--- src/hsmc_regs.svh ---
// Constants for the host serial mode control block
`ifndef HSMC_REGS_SVH
`define HSMC_REGS_SVH
`define HSMC_CLK_HZ 100000000
`define HSMC_DIV_9600 (`HSMC_CLK_HZ / 9600)
`define HSMC_DIV_19200 (`HSMC_CLK_HZ / 19200)
`define HSMC_DIV_38400 (`HSMC_CLK_HZ / 38400)
`define HSMC_DIV_57600 (`HSMC_CLK_HZ / 57600)
`define HSMC_DIV_115200 (`HSMC_CLK_HZ / 115200)
`define HSMC_GUARD_MS 1000
`define HSMC_GUARD_CYC (`HSMC_CLK_HZ / 1000 * `HSMC_GUARD_MS)
`define HSMC_PLUS_CHAR 8'h2B
`define HSMC_DATA_BITS 8
`endif

--- src/hsmc_pkg.sv ---
// Types for the host serial mode control block
package hsmc_pkg;
  typedef enum logic [2:0] {
    RATE_9600,
    RATE_19200,
    RATE_38400,
    RATE_57600,
    RATE_115200
  } hsmc_rate_t;
  typedef enum logic [1:0] {
    LINE_IDLE,
    LINE_START,
    LINE_DATA,
    LINE_STOP
  } hsmc_line_t;
  typedef enum logic [2:0] {
    ESC_WAIT,
    ESC_ARMED,
    ESC_PLUS1,
    ESC_PLUS2,
    ESC_PLUS3
  } hsmc_esc_t;
  typedef enum logic {
    MODE_OFFLINE,
    MODE_ONLINE
  } hsmc_mode_t;
  typedef struct packed {
    logic valid;
    logic [7:0] data;
  } hsmc_byte_t;
endpackage

--- src/hsmc_top.sv ---
// Host serial port with offline/online mode and guarded escape detection
`timescale 1ns/1ns
`default_nettype none
`include "hsmc_regs.svh"
module hsmc_top #(
  parameter int unsigned GUARD_CYCLES = `HSMC_GUARD_CYC
) (
  // Clock and reset
  input wire logic sys_clk,
  input wire logic reset_n,
  // Serial pins
  input wire logic serRxd,
  output logic serTxd,
  input wire logic serRtsN,
  output logic serCtsN,
  // Rate command from the command parser
  input wire logic rateSetValid,
  input wire hsmc_pkg::hsmc_rate_t rateSet,
  // Link status from the radio side
  input wire logic linkUp,
  input wire logic remoteDisc,
  // Payload and command paths
  input wire hsmc_pkg::hsmc_byte_t txByte,
  output logic txReady,
  input wire logic rxAccept,
  output hsmc_pkg::hsmc_byte_t rxByte,
  output logic rxIsPayload,
  output logic escapeSeen,
  output hsmc_pkg::hsmc_mode_t mode
);
  logic [1:0] rstSync_r;
  logic rstN;
  always_ff @(posedge sys_clk or negedge reset_n) begin
    if (!reset_n) begin
      rstSync_r <= 2'h0;
    end else begin
      rstSync_r <= {rstSync_r[0], 1'b1};
    end
  end
  assign rstN = rstSync_r[1];

  // Rate selection and bit-time divider
  hsmc_pkg::hsmc_rate_t rate_r, rate_nxt;
  logic [13:0] bitDiv;
  always_comb begin
    rate_nxt = rate_r;
    if (rateSetValid && rateSet <= hsmc_pkg::RATE_115200) begin
      rate_nxt = rateSet;
    end
    case (rate_r)
      hsmc_pkg::RATE_9600: bitDiv = 14'(`HSMC_DIV_9600);
      hsmc_pkg::RATE_19200: bitDiv = 14'(`HSMC_DIV_19200);
      hsmc_pkg::RATE_38400: bitDiv = 14'(`HSMC_DIV_38400);
      hsmc_pkg::RATE_57600: bitDiv = 14'(`HSMC_DIV_57600);
      hsmc_pkg::RATE_115200: bitDiv = 14'(`HSMC_DIV_115200);
      default: bitDiv = 14'(`HSMC_DIV_19200);
    endcase
  end
  always_ff @(posedge sys_clk or negedge rstN) begin
    if (!rstN) begin
      rate_r <= hsmc_pkg::RATE_19200;
    end else begin
      rate_r <= rate_nxt;
    end
  end

  // Pin synchronisers, three stages; second and third must agree
  logic [2:0] rxSync_r, rtsSync_r;
  logic rxLine_r, rxLine_nxt, rtsN_r, rtsN_nxt;
  always_comb begin
    rxLine_nxt = (rxSync_r[1] == rxSync_r[2]) ? rxSync_r[2] : rxLine_r;
    rtsN_nxt = (rtsSync_r[1] == rtsSync_r[2]) ? rtsSync_r[2] : rtsN_r;
  end
  always_ff @(posedge sys_clk or negedge rstN) begin
    if (!rstN) begin
      rxSync_r <= 3'h7;
      rtsSync_r <= 3'h7;
      rxLine_r <= 1'b1;
      rtsN_r <= 1'b1;
    end else begin
      rxSync_r <= {rxSync_r[1:0], serRxd};
      rtsSync_r <= {rtsSync_r[1:0], serRtsN};
      rxLine_r <= rxLine_nxt;
      rtsN_r <= rtsN_nxt;
    end
  end

  // Receiver: 8N1, sampled at mid bit
  hsmc_pkg::hsmc_line_t rxSt_r, rxSt_nxt;
  logic [13:0] rxCnt_r, rxCnt_nxt;
  logic [2:0] rxBit_r, rxBit_nxt;
  logic [7:0] rxSh_r, rxSh_nxt;
  logic rxDone;
  hsmc_pkg::hsmc_byte_t rxByte_r, rxByte_nxt;
  always_comb begin
    rxSt_nxt = rxSt_r;
    rxCnt_nxt = rxCnt_r;
    rxBit_nxt = rxBit_r;
    rxSh_nxt = rxSh_r;
    rxDone = 1'b0;
    rxByte_nxt = rxByte_r;
    if (rxAccept) begin
      rxByte_nxt.valid = 1'b0;
    end
    case (rxSt_r)
      hsmc_pkg::LINE_IDLE: begin
        if (!rxLine_r) begin
          rxSt_nxt = hsmc_pkg::LINE_START;
          rxCnt_nxt = bitDiv >> 1;
        end
      end
      hsmc_pkg::LINE_START: begin
        if (rxCnt_r != 14'h0) begin
          rxCnt_nxt = rxCnt_r - 14'h1;
        end else if (rxLine_r) begin
          rxSt_nxt = hsmc_pkg::LINE_IDLE;
        end else begin
          rxSt_nxt = hsmc_pkg::LINE_DATA;
          rxCnt_nxt = bitDiv - 14'h1;
          rxBit_nxt = 3'h0;
        end
      end
      hsmc_pkg::LINE_DATA: begin
        if (rxCnt_r != 14'h0) begin
          rxCnt_nxt = rxCnt_r - 14'h1;
        end else begin
          rxSh_nxt = {rxLine_r, rxSh_r[7:1]};
          rxCnt_nxt = bitDiv - 14'h1;
          rxBit_nxt = rxBit_r + 3'h1;
          if (rxBit_r == 3'(`HSMC_DATA_BITS - 1)) begin
            rxSt_nxt = hsmc_pkg::LINE_STOP;
          end
        end
      end
      hsmc_pkg::LINE_STOP: begin
        if (rxCnt_r != 14'h0) begin
          rxCnt_nxt = rxCnt_r - 14'h1;
        end else begin
          rxSt_nxt = hsmc_pkg::LINE_IDLE;
          if (rxLine_r) begin
            rxDone = 1'b1;
            rxByte_nxt.valid = 1'b1;
            rxByte_nxt.data = rxSh_r;
          end
        end
      end
      default: rxSt_nxt = hsmc_pkg::LINE_IDLE;
    endcase
  end
  always_ff @(posedge sys_clk or negedge rstN) begin
    if (!rstN) begin
      rxSt_r <= hsmc_pkg::LINE_IDLE;
      rxCnt_r <= 14'h0;
      rxBit_r <= 3'h0;
      rxSh_r <= 8'h00;
      rxByte_r <= '0;
    end else begin
      rxSt_r <= rxSt_nxt;
      rxCnt_r <= rxCnt_nxt;
      rxBit_r <= rxBit_nxt;
      rxSh_r <= rxSh_nxt;
      rxByte_r <= rxByte_nxt;
    end
  end

  // Transmitter: 8N1, held off while host raises request-to-send
  hsmc_pkg::hsmc_line_t txSt_r, txSt_nxt;
  logic [13:0] txCnt_r, txCnt_nxt;
  logic [2:0] txBit_r, txBit_nxt;
  logic [7:0] txSh_r, txSh_nxt;
  logic txd_r, txd_nxt, txRdy_r, txRdy_nxt;
  always_comb begin
    txSt_nxt = txSt_r;
    txCnt_nxt = txCnt_r;
    txBit_nxt = txBit_r;
    txSh_nxt = txSh_r;
    txd_nxt = txd_r;
    txRdy_nxt = 1'b0;
    case (txSt_r)
      hsmc_pkg::LINE_IDLE: begin
        txd_nxt = 1'b1;
        txRdy_nxt = !rtsN_r;
        if (txRdy_r && txByte.valid) begin
          txSh_nxt = txByte.data;
          txSt_nxt = hsmc_pkg::LINE_START;
          txCnt_nxt = bitDiv - 14'h1;
          txd_nxt = 1'b0;
          txRdy_nxt = 1'b0;
        end
      end
      hsmc_pkg::LINE_START, hsmc_pkg::LINE_DATA: begin
        if (txCnt_r != 14'h0) begin
          txCnt_nxt = txCnt_r - 14'h1;
        end else begin
          txCnt_nxt = bitDiv - 14'h1;
          if (txSt_r == hsmc_pkg::LINE_START) begin
            txBit_nxt = 3'h0;
            txSt_nxt = hsmc_pkg::LINE_DATA;
            txd_nxt = txSh_r[0];
          end else if (txBit_r == 3'(`HSMC_DATA_BITS - 1)) begin
            txSt_nxt = hsmc_pkg::LINE_STOP;
            txd_nxt = 1'b1;
          end else begin
            txBit_nxt = txBit_r + 3'h1;
            txd_nxt = txSh_r[txBit_r + 3'h1];
          end
        end
      end
      hsmc_pkg::LINE_STOP: begin
        if (txCnt_r != 14'h0) begin
          txCnt_nxt = txCnt_r - 14'h1;
        end else begin
          txSt_nxt = hsmc_pkg::LINE_IDLE;
        end
      end
      default: txSt_nxt = hsmc_pkg::LINE_IDLE;
    endcase
  end
  always_ff @(posedge sys_clk or negedge rstN) begin
    if (!rstN) begin
      txSt_r <= hsmc_pkg::LINE_IDLE;
      txCnt_r <= 14'h0;
      txBit_r <= 3'h0;
      txSh_r <= 8'h00;
      txd_r <= 1'b1;
      txRdy_r <= 1'b0;
    end else begin
      txSt_r <= txSt_nxt;
      txCnt_r <= txCnt_nxt;
      txBit_r <= txBit_nxt;
      txSh_r <= txSh_nxt;
      txd_r <= txd_nxt;
      txRdy_r <= txRdy_nxt;
    end
  end

  // Escape guard timer and plus matcher
  hsmc_pkg::hsmc_esc_t esc_r, esc_nxt;
  logic [26:0] guard_r, guard_nxt;
  logic guardDone, escHit_r, escHit_nxt;
  assign guardDone = (guard_r >= 27'(GUARD_CYCLES));
  always_comb begin
    esc_nxt = esc_r;
    escHit_nxt = 1'b0;
    // A frame on the line is not silence, so the guard stays cleared while one is received
    guard_nxt = (rxSt_r != hsmc_pkg::LINE_IDLE) ? 27'h0 : (guardDone ? guard_r : guard_r + 27'h1);
    if (rxDone) begin
      guard_nxt = 27'h0;
      if (rxSh_r != `HSMC_PLUS_CHAR) begin
        esc_nxt = hsmc_pkg::ESC_WAIT;
      end else begin
        case (esc_r)
          hsmc_pkg::ESC_WAIT: esc_nxt = guardDone ? hsmc_pkg::ESC_PLUS1 : hsmc_pkg::ESC_WAIT;
          hsmc_pkg::ESC_ARMED: esc_nxt = hsmc_pkg::ESC_PLUS1;
          hsmc_pkg::ESC_PLUS1: esc_nxt = hsmc_pkg::ESC_PLUS2;
          hsmc_pkg::ESC_PLUS2: esc_nxt = hsmc_pkg::ESC_PLUS3;
          default: esc_nxt = hsmc_pkg::ESC_WAIT;
        endcase
      end
    end else if (esc_r == hsmc_pkg::ESC_PLUS3 && guardDone) begin
      escHit_nxt = 1'b1;
      esc_nxt = hsmc_pkg::ESC_ARMED;
    end else if (esc_r == hsmc_pkg::ESC_WAIT && guardDone) begin
      esc_nxt = hsmc_pkg::ESC_ARMED;
    end
  end
  always_ff @(posedge sys_clk or negedge rstN) begin
    if (!rstN) begin
      esc_r <= hsmc_pkg::ESC_WAIT;
      guard_r <= 27'h0;
      escHit_r <= 1'b0;
    end else begin
      esc_r <= esc_nxt;
      guard_r <= guard_nxt;
      escHit_r <= escHit_nxt;
    end
  end

  // Mode state and flow control
  hsmc_pkg::hsmc_mode_t mode_r, mode_nxt;
  logic cts_r, cts_nxt;
  always_comb begin
    mode_nxt = mode_r;
    case (mode_r)
      hsmc_pkg::MODE_OFFLINE: if (linkUp) mode_nxt = hsmc_pkg::MODE_ONLINE;
      hsmc_pkg::MODE_ONLINE: if (escHit_r || remoteDisc || !linkUp) mode_nxt = hsmc_pkg::MODE_OFFLINE;
      default: mode_nxt = hsmc_pkg::MODE_OFFLINE;
    endcase
    // Low while the receive holding slot is free or being drained
    cts_nxt = rxByte_nxt.valid;
  end
  always_ff @(posedge sys_clk or negedge rstN) begin
    if (!rstN) begin
      mode_r <= hsmc_pkg::MODE_OFFLINE;
      cts_r <= 1'b1;
    end else begin
      mode_r <= mode_nxt;
      cts_r <= cts_nxt;
    end
  end

  assign serTxd = txd_r;
  assign serCtsN = cts_r;
  assign txReady = txRdy_r;
  assign rxByte = rxByte_r;
  assign rxIsPayload = (mode_r == hsmc_pkg::MODE_ONLINE);
  assign escapeSeen = escHit_r;
  assign mode = mode_r;
endmodule
`default_nettype wire

--- config.mk ---
export PLATFORM = sky130hd
export DESIGN_NAME = hsmc_top
export DESIGN_NICKNAME = d
export VERILOG_FILES = /design/src/hsmc_pkg.sv /design/src/hsmc_top.sv
export VERILOG_INCLUDE_DIRS = /design/src
export SDC_FILE = /design/constraint.sdc
export NUM_CORES = 1
export LEC_CHECK = 0
export BUFFER_PORTS_ARGS = -buffer_cell sky130_fd_sc_hd__buf_2
export CORE_ASPECT_RATIO = 1.75
export CORE_MARGIN = 2
export CORE_UTILIZATION = 60
export CTS_BUF_LIST = sky130_fd_sc_hd__clkbuf_4
export DETAILED_ROUTE_END_ITERATION = 8
export GPL_ROUTABILITY_DRIVEN = 0
export PLACE_DENSITY = 0.88
export SLEW_MARGIN = 15
export SYNTH_ARGS = -nofsm -noshare
export SYNTH_HDL_FRONTEND = slang
export SYNTH_SLANG_ARGS = --single-unit
--- constraint.sdc ---
create_clock -name sys_clk -period 3.58 [get_ports sys_clk]
set_input_delay 0.358 -clock sys_clk [delete_from_list [all_inputs] [get_ports sys_clk]]
set_output_delay 0.358 -clock sys_clk [all_outputs]
set_load 0.01 [all_outputs]
# == After elaboration in Yosys (flattened, before gate mapping) ==
# Cells that the tools add are included.
# totals
register_bits,111
output_inout_bits,15
# op_classes
add_sub_neg,6
n_lt_le_gt_ge,3
eq_ne,33
n_mux,60
n_bitwise,3
reduce_logical,29
# op_table
cell,n
$mux W14,8
$pmux W14 S4,2
$mux W27,3
$pmux W14 S3,1
$sub A14 B1 Y14 const B,3
$reduce_bool A14 Y1,2
$add A27 B1 Y27 const B,1
$ge A27 B27 Y1 const B,1
$mux W3,9
$mux W9,3
$mux W2,12
$ne A2 B2 Y1 const B,12
$mux W1,15
$eq A3 B2 Y1 const B,4
$eq A3 B3 Y1 const B,4
$pmux W3 S4,1
$reduce_and A3 Y1,3
$eq A2 B2 Y1 const B,4
$ne A8 B6 Y1 const B,1
$pmux W2 S4,1
$reduce_and A2 Y1,4
$reduce_and A4 Y1,2
$add A3 B1 Y3 const B,2
$logic_not A3 Y1,2
20 further kinds,34

# == Longest topological paths before layout ==
# Gate-level depths: netlist of the first run.
# depth
ltp_word,7
mapped_depth,10
depth_no_buf,8

# == Worst setup path after synthesis of the first run ==
# OpenSTA, ideal clock, no wires.
# synth_path
path_type,register to register
from,register txCnt_r[0]
to,register txCnt_r[10]
setup_time_ps,121
arrival_ps,2226
setup_slack_ps,1233
path_stages_with_launch,9
path_buffers,1
cell_sequence,dfrtp_1 > inv_1 > ha_1 > nor4b_1 > nand2_1 > o31ai_1 > clkbuf_1 > o22ai_1 > a22o_1
# synth_between
elab_chain_len,3
# synth_lines
item,line,rtl
from (decl),hsmc_top.sv:168,"logic [13:0] txCnt_r, txCnt_nxt;"
from (signal assigned),hsmc_top.sv:229,txCnt_r <= txCnt_nxt;
$sub A14 B1 Y14 / $reduce_bool A14 Y1 (equally long branches),n/a,
$mux W14 (tied with other cells),hsmc_top.sv:210,if (txCnt_r != 14'h0) begin
$pmux W14 S3 / $reduce_and A2 Y1 (equally long branches),n/a,
# Several ways; a longest one is shown, not always the timed one. The select of a mux whose other input is x is not followed.
# A chain may end at the register's enable or synchronous reset.

# == Worst setup path after layout of the first run ==
# layout_path
from,register rxCnt_r[6]
to,register rxCnt_r[4]
# layout_between
elab_chain_len,3
# layout_lines
item,line,rtl
from (decl),hsmc_top.sv:90,"logic [13:0] rxCnt_r, rxCnt_nxt;"
from (signal assigned),hsmc_top.sv:159,rxCnt_r <= rxCnt_nxt;
$reduce_bool A14 Y1 *,"hsmc_top.sv:113, hsmc_top.sv:124, hsmc_top.sv:136",
$mux W14 (tied with other cells),hsmc_top.sv:124,if (rxCnt_r != 14'h0) begin
$pmux W14 S4 / $reduce_and A3 Y1 (equally long branches),n/a,
# Every way passes the cells marked *; elsewhere a longest branch is shown, timed or not.

==> impl_metrics.py, run 1 <==
metrics = {
    "drt": {
        "routed_wirelength_um": 13100,
        "avgViaCountPerCell": 6.20,
        "antenna_left": 0,
        "drtPass1Iterations": 6,
        "vias": 4985,
        "drt_iter0_drc": 355,
        "remaining_drc_errors": 0,
        "wl_per_cell_um": 16.3,
    },
    "run_status": {
        "outcome": "complete, no violations",
    },
    "clocking": {
        "ctsHoldBuffers": 3,
        "clock-root-buffer": "clkbuf_4",
        "ctsLongestPathBuffers": 2,
        "cts_made_buffers": 9,
        "clkSinkCount": 111,
        "cts_resized": 0,
        "worstSkewPairLatency_ns": 0.46,
        "clk_pin_slew_ns": 0.17,
        "cts_setup_buffers": 0,
        "cts_htree_levels": 3,
        "cts_tree": "done",
    },
    "yosys": {
        "yosysWarnings": 0,
        "mappedNetlistNets": 685,
        "ys.flop_type": "dfrtp_1",
        "ys_ff_latch": 111,
        "synth_edf_count": 0,
        "ys_top_cells_by_area": "dfrtp_1 (41%), nand2_1 (5.0%), dfstp_2 (4.8%)",
        "async_flop_share": 1.00,
        "synth_area_leader_cell": "dfrtp_1",
        "ys_seq_area_frac": 0.461,
        "synthCells": 648,
        "synth_top_area_frac": 0.414,
        "synthDistinctLibCells": 67,
        "avgSynthCellArea_um2": 9.34,
        "syn-cell-area_um2": 6050,
    },
    "finish": {
        "drive_gt1_frac": 0.150,
        "multi_input_comb_area_um2": 3030,
        "syn_to_final_growth_pct": 7.20,
        "finalInstanceArea_um2": 6490,
        "final_nets": 710,
        "regArea_um2": 2800,
        "nFillCells": 777,
    },
    "worst_setup_path": {
        "crit_family": "simple AND/OR/NAND/NOR gates",
        "path_max_fanout": 27,
        "timing.rr.end": "rxCnt_r[4]",
        "endpoint_kind": "flop",
        "cp.depth": 6,
        "crit_start": "rxCnt_r[6]",
        "r2r_slack_ns": 0.80,
        "worst_setup_path_endpoint": "rxCnt_r[4]",
        "required_ns": 3.94,
        "critPathKind": "reg -> reg",
        "arrival_ns": 3.14,
        "timing.rr.start": "rxCnt_r[6]",
        "worst_path_max_delay_cell": "or4_1",
        "r2r_cells": 6,
        "worst-path-buf-inv": 1,
        "max_stage_delay_ns": 0.68,
        "path_cells": "or4_1, nor2_1, nand2_1, o21ai_2, buf_4, mux2_2",
        "critPathLaunchType": "flop",
    },
    "sta": {
        "min_period_ns": 2.78,
        "fmax_mhz": 360,
        "maxSlewViolCount": 0,
        "hold_viol_final": 0,
        "skew_ns": 0.0204,
        "finalCritPeriodShare": 0.777,
        "slew_headroom": 0.327,
        "setup_violations": 0,
        "worstMarginPinSlew_ns": 1.01,
        "rsz0062_at_grt": "no",
        "tns_ns": 0,
    },
    "min_path": {
        "min_path_cells": 2,
        "hp-class": "in -> reg",
    },
    "global_routing": {
        "busiest_layer": "met2",
        "grtUsageMet1": 0.271,
        "grt_max_degree": 70,
        "antenna_found_initial": 1,
        "grtUsageTotal": 0.258,
        "use_met2": 0.475,
        "grt_pass1_wl_um": 22700,
        "grt-ovfl-total": 0,
        "grt_pass1_vias": 5213,
        "use_met3": 0.0475,
    },
    "die": {
        "rows": 48,
        "fp.dieH_um": 137,
        "die-area_um2": 10900,
        "start_util": 0.614,
        "fp.coreArea_um2": 9850,
        "io_pins": 35,
        "die_w_um": 79.9,
    },
    "placed_design": {
        "io_buffer_count": 34,
        "dp_hpwl_um": 9540,
        "dpl_cell_area_um2": 6300,
    },
    "power": {
        "power_mw": 4.20,
        "irDropWorstVdd_mv": 0.512,
        "leakage_nw": 2.83,
        "powerDensity_nw_per_um2": 648,
    },
    "job": {
        "cap_violations": 0,
    },
}
==> kinds of logic after synthesis <==
kind of cell / after synthesis / synth area share
other cells: 1 / 0.000620
buf+inv: 55 / 0.0383
simple gates: 249 / 0.200
compound gates: 151 / 0.157
flops: 111 / 0.461
fa+ha+maj: 19 / 0.0385
mux: 29 / 0.0567
xor+xnor: 33 / 0.0478
==> power by group <==
group	internal [mW]	switching [mW]	leakage, nW
clock network	0.228	0.418	0.0839
logic	0.742	1.06	1.31
registers	1.48	0.269	1.44
==> per-layer routing <==
metal | vias up | part of all wire
li1 | 2359 | -
met1 | 2396 | 0.37
met2 | 170 | 0.55
met3 | 60 | 0.041
met4 | 0 | 0.037
met5 | - | 0
==> stage by stage <==
step	util	std cells	hold slack, ns	setup WS (ns)
finish	0.659	804	0.0495	0.799
global route	0.659	804	0.0292	0.644
CTS	0.658	803	0.0222	0.856
detailed placement	0.639	784	0.145	0.885
global placement	0.639	784	0.144	1.01
floorplan	-	648	0.0624	0.278
==> placed cells by master, fill, tap and decap left out, types with 4 or more instances in the layout <==
| master | Yosys | routed |
|---|---|---|
| or4_1 | 5 | 5 |
| or3_1 | 6 | 6 |
| mux2i_1 | 5 | 5 |
| inv_1 | 25 | 25 |
| and2_1 | 10 | 10 |
| nand2_1 | 80 | 80 |
| nor4_1 | 15 | 15 |
| dfstp_2 | 11 | 11 |
| a31oi_1 | 8 | 8 |
| mux2_2 | 22 | 22 |
| nand3b_1 | 4 | 4 |
| dfrtp_1 | 100 | 99 |
| clkbuf_4 | 0 | 9 |
| xnor2_1 | 29 | 29 |
| nand3_1 | 14 | 14 |
| nor4b_1 | 5 | 5 |
| buf_2 | 5 | 34 |
| ha_1 | 17 | 17 |
| o22ai_1 | 6 | 6 |
| nor2_1 | 61 | 61 |
| o31ai_1 | 6 | 6 |
| nor3_1 | 22 | 22 |
| and3_1 | 4 | 4 |
| buf_4 | 3 | 7 |
| a22o_1 | 13 | 13 |
| nand4_1 | 4 | 4 |
| o21ai_0 | 49 | 49 |
| a21oi_1 | 38 | 38 |
| xor2_1 | 4 | 4 |
==> state kept, by name (all words and copies together), names as in the netlist, 2 cells and up, named ones only <==
name and flops:
rate_r 3, txSt_r 2, guard_r 27, rxBit_r 3
rxSh_r 8, txBit_r 3, txCnt_r 14, rtsSync_r 3
esc_r 3, rxByte 9, rxCnt_r 14, rxSync_r 3
rstSync_r 2, txSh_r 8
==> synth_stat cells (5+ instances only) <==
| cell | number |
|---|---|
| dfstp_2 | 11 |
| a31oi_1 | 8 |
| or4_1 | 5 |
| o31ai_1 | 6 |
| nor2_1 | 61 |
| nor3_1 | 22 |
| ha_1 | 17 |
| a21oi_1 | 38 |
| nor4b_1 | 5 |
| mux2_2 | 22 |
| a22o_1 | 13 |
| dfrtp_1 | 100 |
| nand3_1 | 14 |
| o21ai_0 | 49 |
| mux2i_1 | 5 |
| o22ai_1 | 6 |
| nor4_1 | 15 |
| or3_1 | 6 |
| and2_1 | 10 |
| inv_1 | 25 |
| buf_2 | 5 |
| clkbuf_1 | 20 |
| xnor2_1 | 29 |
| nand2_1 | 80 |
==> area by class of cell <==
cell class | instances | share of cell area
repair buffers | 44 | 0.0390
clock buffers | 9 | 0.0104
inverters | 25 | 0.0145
clock inverters | 7 | 0.0139
well taps | 125 | 0.0241
flip-flops and latches | 111 | 0.431
diodes | 1 | 0.000386
multi-input cells | 482 | 0.467
==> worst min-delay path by stage <==
stage | startpoint | endpoint | slack (ns)
CTS | rxAccept | serCtsN | 0.02
finish | rxAccept | serCtsN | 0.05
global placement | reset_n | rstSync_r[0] | 0.14
floorplan | reset_n | rstSync_r[0] | 0.06
detailed placement | reset_n | rstSync_r[0] | 0.14
global route | rxAccept | serCtsN | 0.03
(Power assumes the default switching activity.)
==> inputs of run 2 (changes only) <==
- CORE_UTILIZATION: 60 -> 57
- PLACE_DENSITY: 0.88 -> 0.87
- clock period: 3.58 -> 2.3 ns (I/O delays scaled with it)
==> run 2 against run 1 <==
Global-route usage increased by 2.4 points. Critical path depth increased by 1. Combinational power increased by 98%. Cell count increased by 6.1%. Sequential power increased by 55%. Power increased by 70%. Utilization increased by 2.3 points. Clock skew increased by 0.0014 ns. Clock power increased by 34%. Routed wire length increased by 17%.
==> impl_metrics.py, run 2 (synthesis gave the netlist of run 1 again) <==
metrics = {
    "min_path": {
        "hold_start": "rateSet[0]",
        "min_path_cells": 3,
        "hp-class": "in -> reg",
    },
    "power": {
        "leakage_nw": 3.06,
        "powerDensity_nw_per_um2": 1020,
        "irDropWorstVdd_mv": 0.846,
        "power_mw": 7.15,
    },
    "placed_design": {
        "io_buffer_count": 34,
        "pre_cts_slack_ns": -0.0493,
        "dp_cells": 820,
        "dpl_cell_area_um2": 6590,
        "dp_hpwl_um": 10800,
    },
    "die": {
        "die-area_um2": 11500,
        "rows": 49,
        "die_w_um": 81.9,
        "fp.coreArea_um2": 10300,
        "start_util": 0.587,
        "io_pins": 35,
        "fp.dieH_um": 140,
    },
    "worst_setup_path": {
        "path_cells": "or4_1, nor2_1, nand2_2, buf_4, mux2i_1, a311oi_2, o21ai_1",
        "worst-path-buf-inv": 1,
        "worst_path_max_delay_cell": "or4_1",
        "endpoint_kind": "flop",
        "r2r_cells": 7,
        "critPathLaunchType": "flop",
        "worst_setup_path_endpoint": "rxCnt_r[9]",
        "crit_start": "rxCnt_r[9]",
        "arrival_ns": 2.64,
        "timing.rr.end": "rxCnt_r[9]",
        "r2r_slack_ns": 0.008,
        "critPathKind": "reg -> reg",
        "cp.depth": 7,
        "max_stage_delay_ns": 0.53,
        "path_max_fanout": 5,
        "timing.rr.start": "rxCnt_r[9]",
        "required_ns": 2.64,
        "crit_family": "simple AND/OR/NAND/NOR gates",
    },
    "sta": {
        "finalCritPeriodShare": 0.996,
        "setup_violations": 0,
        "min_period_ns": 2.29,
        "maxSlewViolCount": 0,
        "fmax_mhz": 436,
        "skew_ns": 0.0218,
        "tns_ns": 0,
        "setup_slack_ns": 0.00840,
        "rsz0062_at_grt": "yes",
        "worstMarginPinSlew_ns": 0.500,
        "fin_hold_ws_ns": 0.0195,
        "hold_viol_final": 0,
        "slew_headroom": 0.663,
    },
    "clocking": {
        "clock-root-buffer": "clkbuf_4",
        "cts_htree_levels": 3,
        "clkSinkCount": 111,
        "cts_tree": "done",
        "clk_pin_slew_ns": 0.15,
        "ctsLongestPathBuffers": 2,
        "worstSkewPairLatency_ns": 0.47,
        "cts_made_buffers": 9,
    },
    "drt": {
        "drtPass1Iterations": 6,
        "vias": 5416,
        "routed_wirelength_um": 15300,
        "drt_iter0_drc": 411,
        "avgViaCountPerCell": 6.35,
        "remaining_drc_errors": 0,
        "antenna_left": 0,
        "wl_per_cell_um": 17.9,
    },
    "finish": {
        "layout_common_cells": "dfrtp_1 (98), nand2_1 (78), nor2_1 (60), o21ai_0 (46), buf_4 (39)",
        "finalInstanceArea_um2": 7020,
        "largest_reg_flops": 27,
        "layout_commonest_cell": "dfrtp_1",
        "drive_gt1_frac": 0.219,
        "final_nets": 757,
        "top_regs": "guard_r x27, rxCnt_r x14, txCnt_r x14",
        "final_cells": 853,
        "postLayoutCoreUtil": 0.682,
        "regMostFlops": "guard_r",
        "syn_to_final_growth_pct": 16.0,
    },
    "global_routing": {
        "grt_max_degree": 63,
        "antenna_found_initial": 1,
        "grt_pass1_vias": 5561,
        "grt_pass1_wl_um": 25300,
        "grtUsageTotal": 0.282,
        "grt-ovfl-total": 0,
    },
    "job": {
        "cap_violations": 0,
    },
    "run_status": {
        "outcome": "complete, no violations",
    },
}
-- run 2: changes by cell type in the layout (fill, tap and decap cells not counted), sizes merged --
cell         before  now
buf              41   76
dlygate4sd3       3   15
bufinv            1    0
clkinv            4    5
clkinvlp          0    1
inv              27   26
-- run 2: power by group --
group          total [mW]  switching (mW)  internal, mW
logic                3.57            2.03          1.54
registers            2.72           0.405          2.31
clock network       0.868           0.642         0.225
-- run 2: how the worst min path moves through the flow --
stage	endpoint	slack [ns]
2_1_floorplan	rstSync_r[0]	-0.07
3_3_place_gp	rstSync_r[0]	0.02
3_5_place_dp	rstSync_r[0]	0.02
4_1_cts	rate_r[1]	0.007
5_1_grt	rate_r[1]	0.005
6_report	rate_r[1]	0.02
-- run 2: per-layer routing --
layer	GRT usage	share of wire	vias to the layer above
met5	0	0	-
met4	0.167	0.059	0
met3	0.0470	0.041	85
met2	0.510	0.55	243
met1	0.292	0.35	2632
li1	-	-	2456
-- run 2: area by class of cell --
class / count / area (µm²)
Antenna cell: 1 / 2.50
Clock buffer: 9 / 67.6
Clock inverter: 7 / 48.8
Fill cell: 764 / 3280
Inverter: 25 / 93.8
Multi-Input combinational cell: 482 / 3190
Sequential cell: 111 / 2800
Tap cell: 127 / 159
Timing Repair Buffer: 91 / 664
-- run 2: worst min-delay path, delay by kind of cell --
family	cells	cell delay [ns]
buffers and inverters	1	0.11
AND/OR/NAND/NOR	1	0.05
AO/OA/AOI/OAI	1	0.07
-- run 2: repair_timing --
item,in CTS,in global routing
hold buffers,15,0
pin swaps,0,3
gates resized for setup,6,27
buffers inserted,0,1
endpoints found under the setup margin,13,40
hold endpoints to repair,17,0
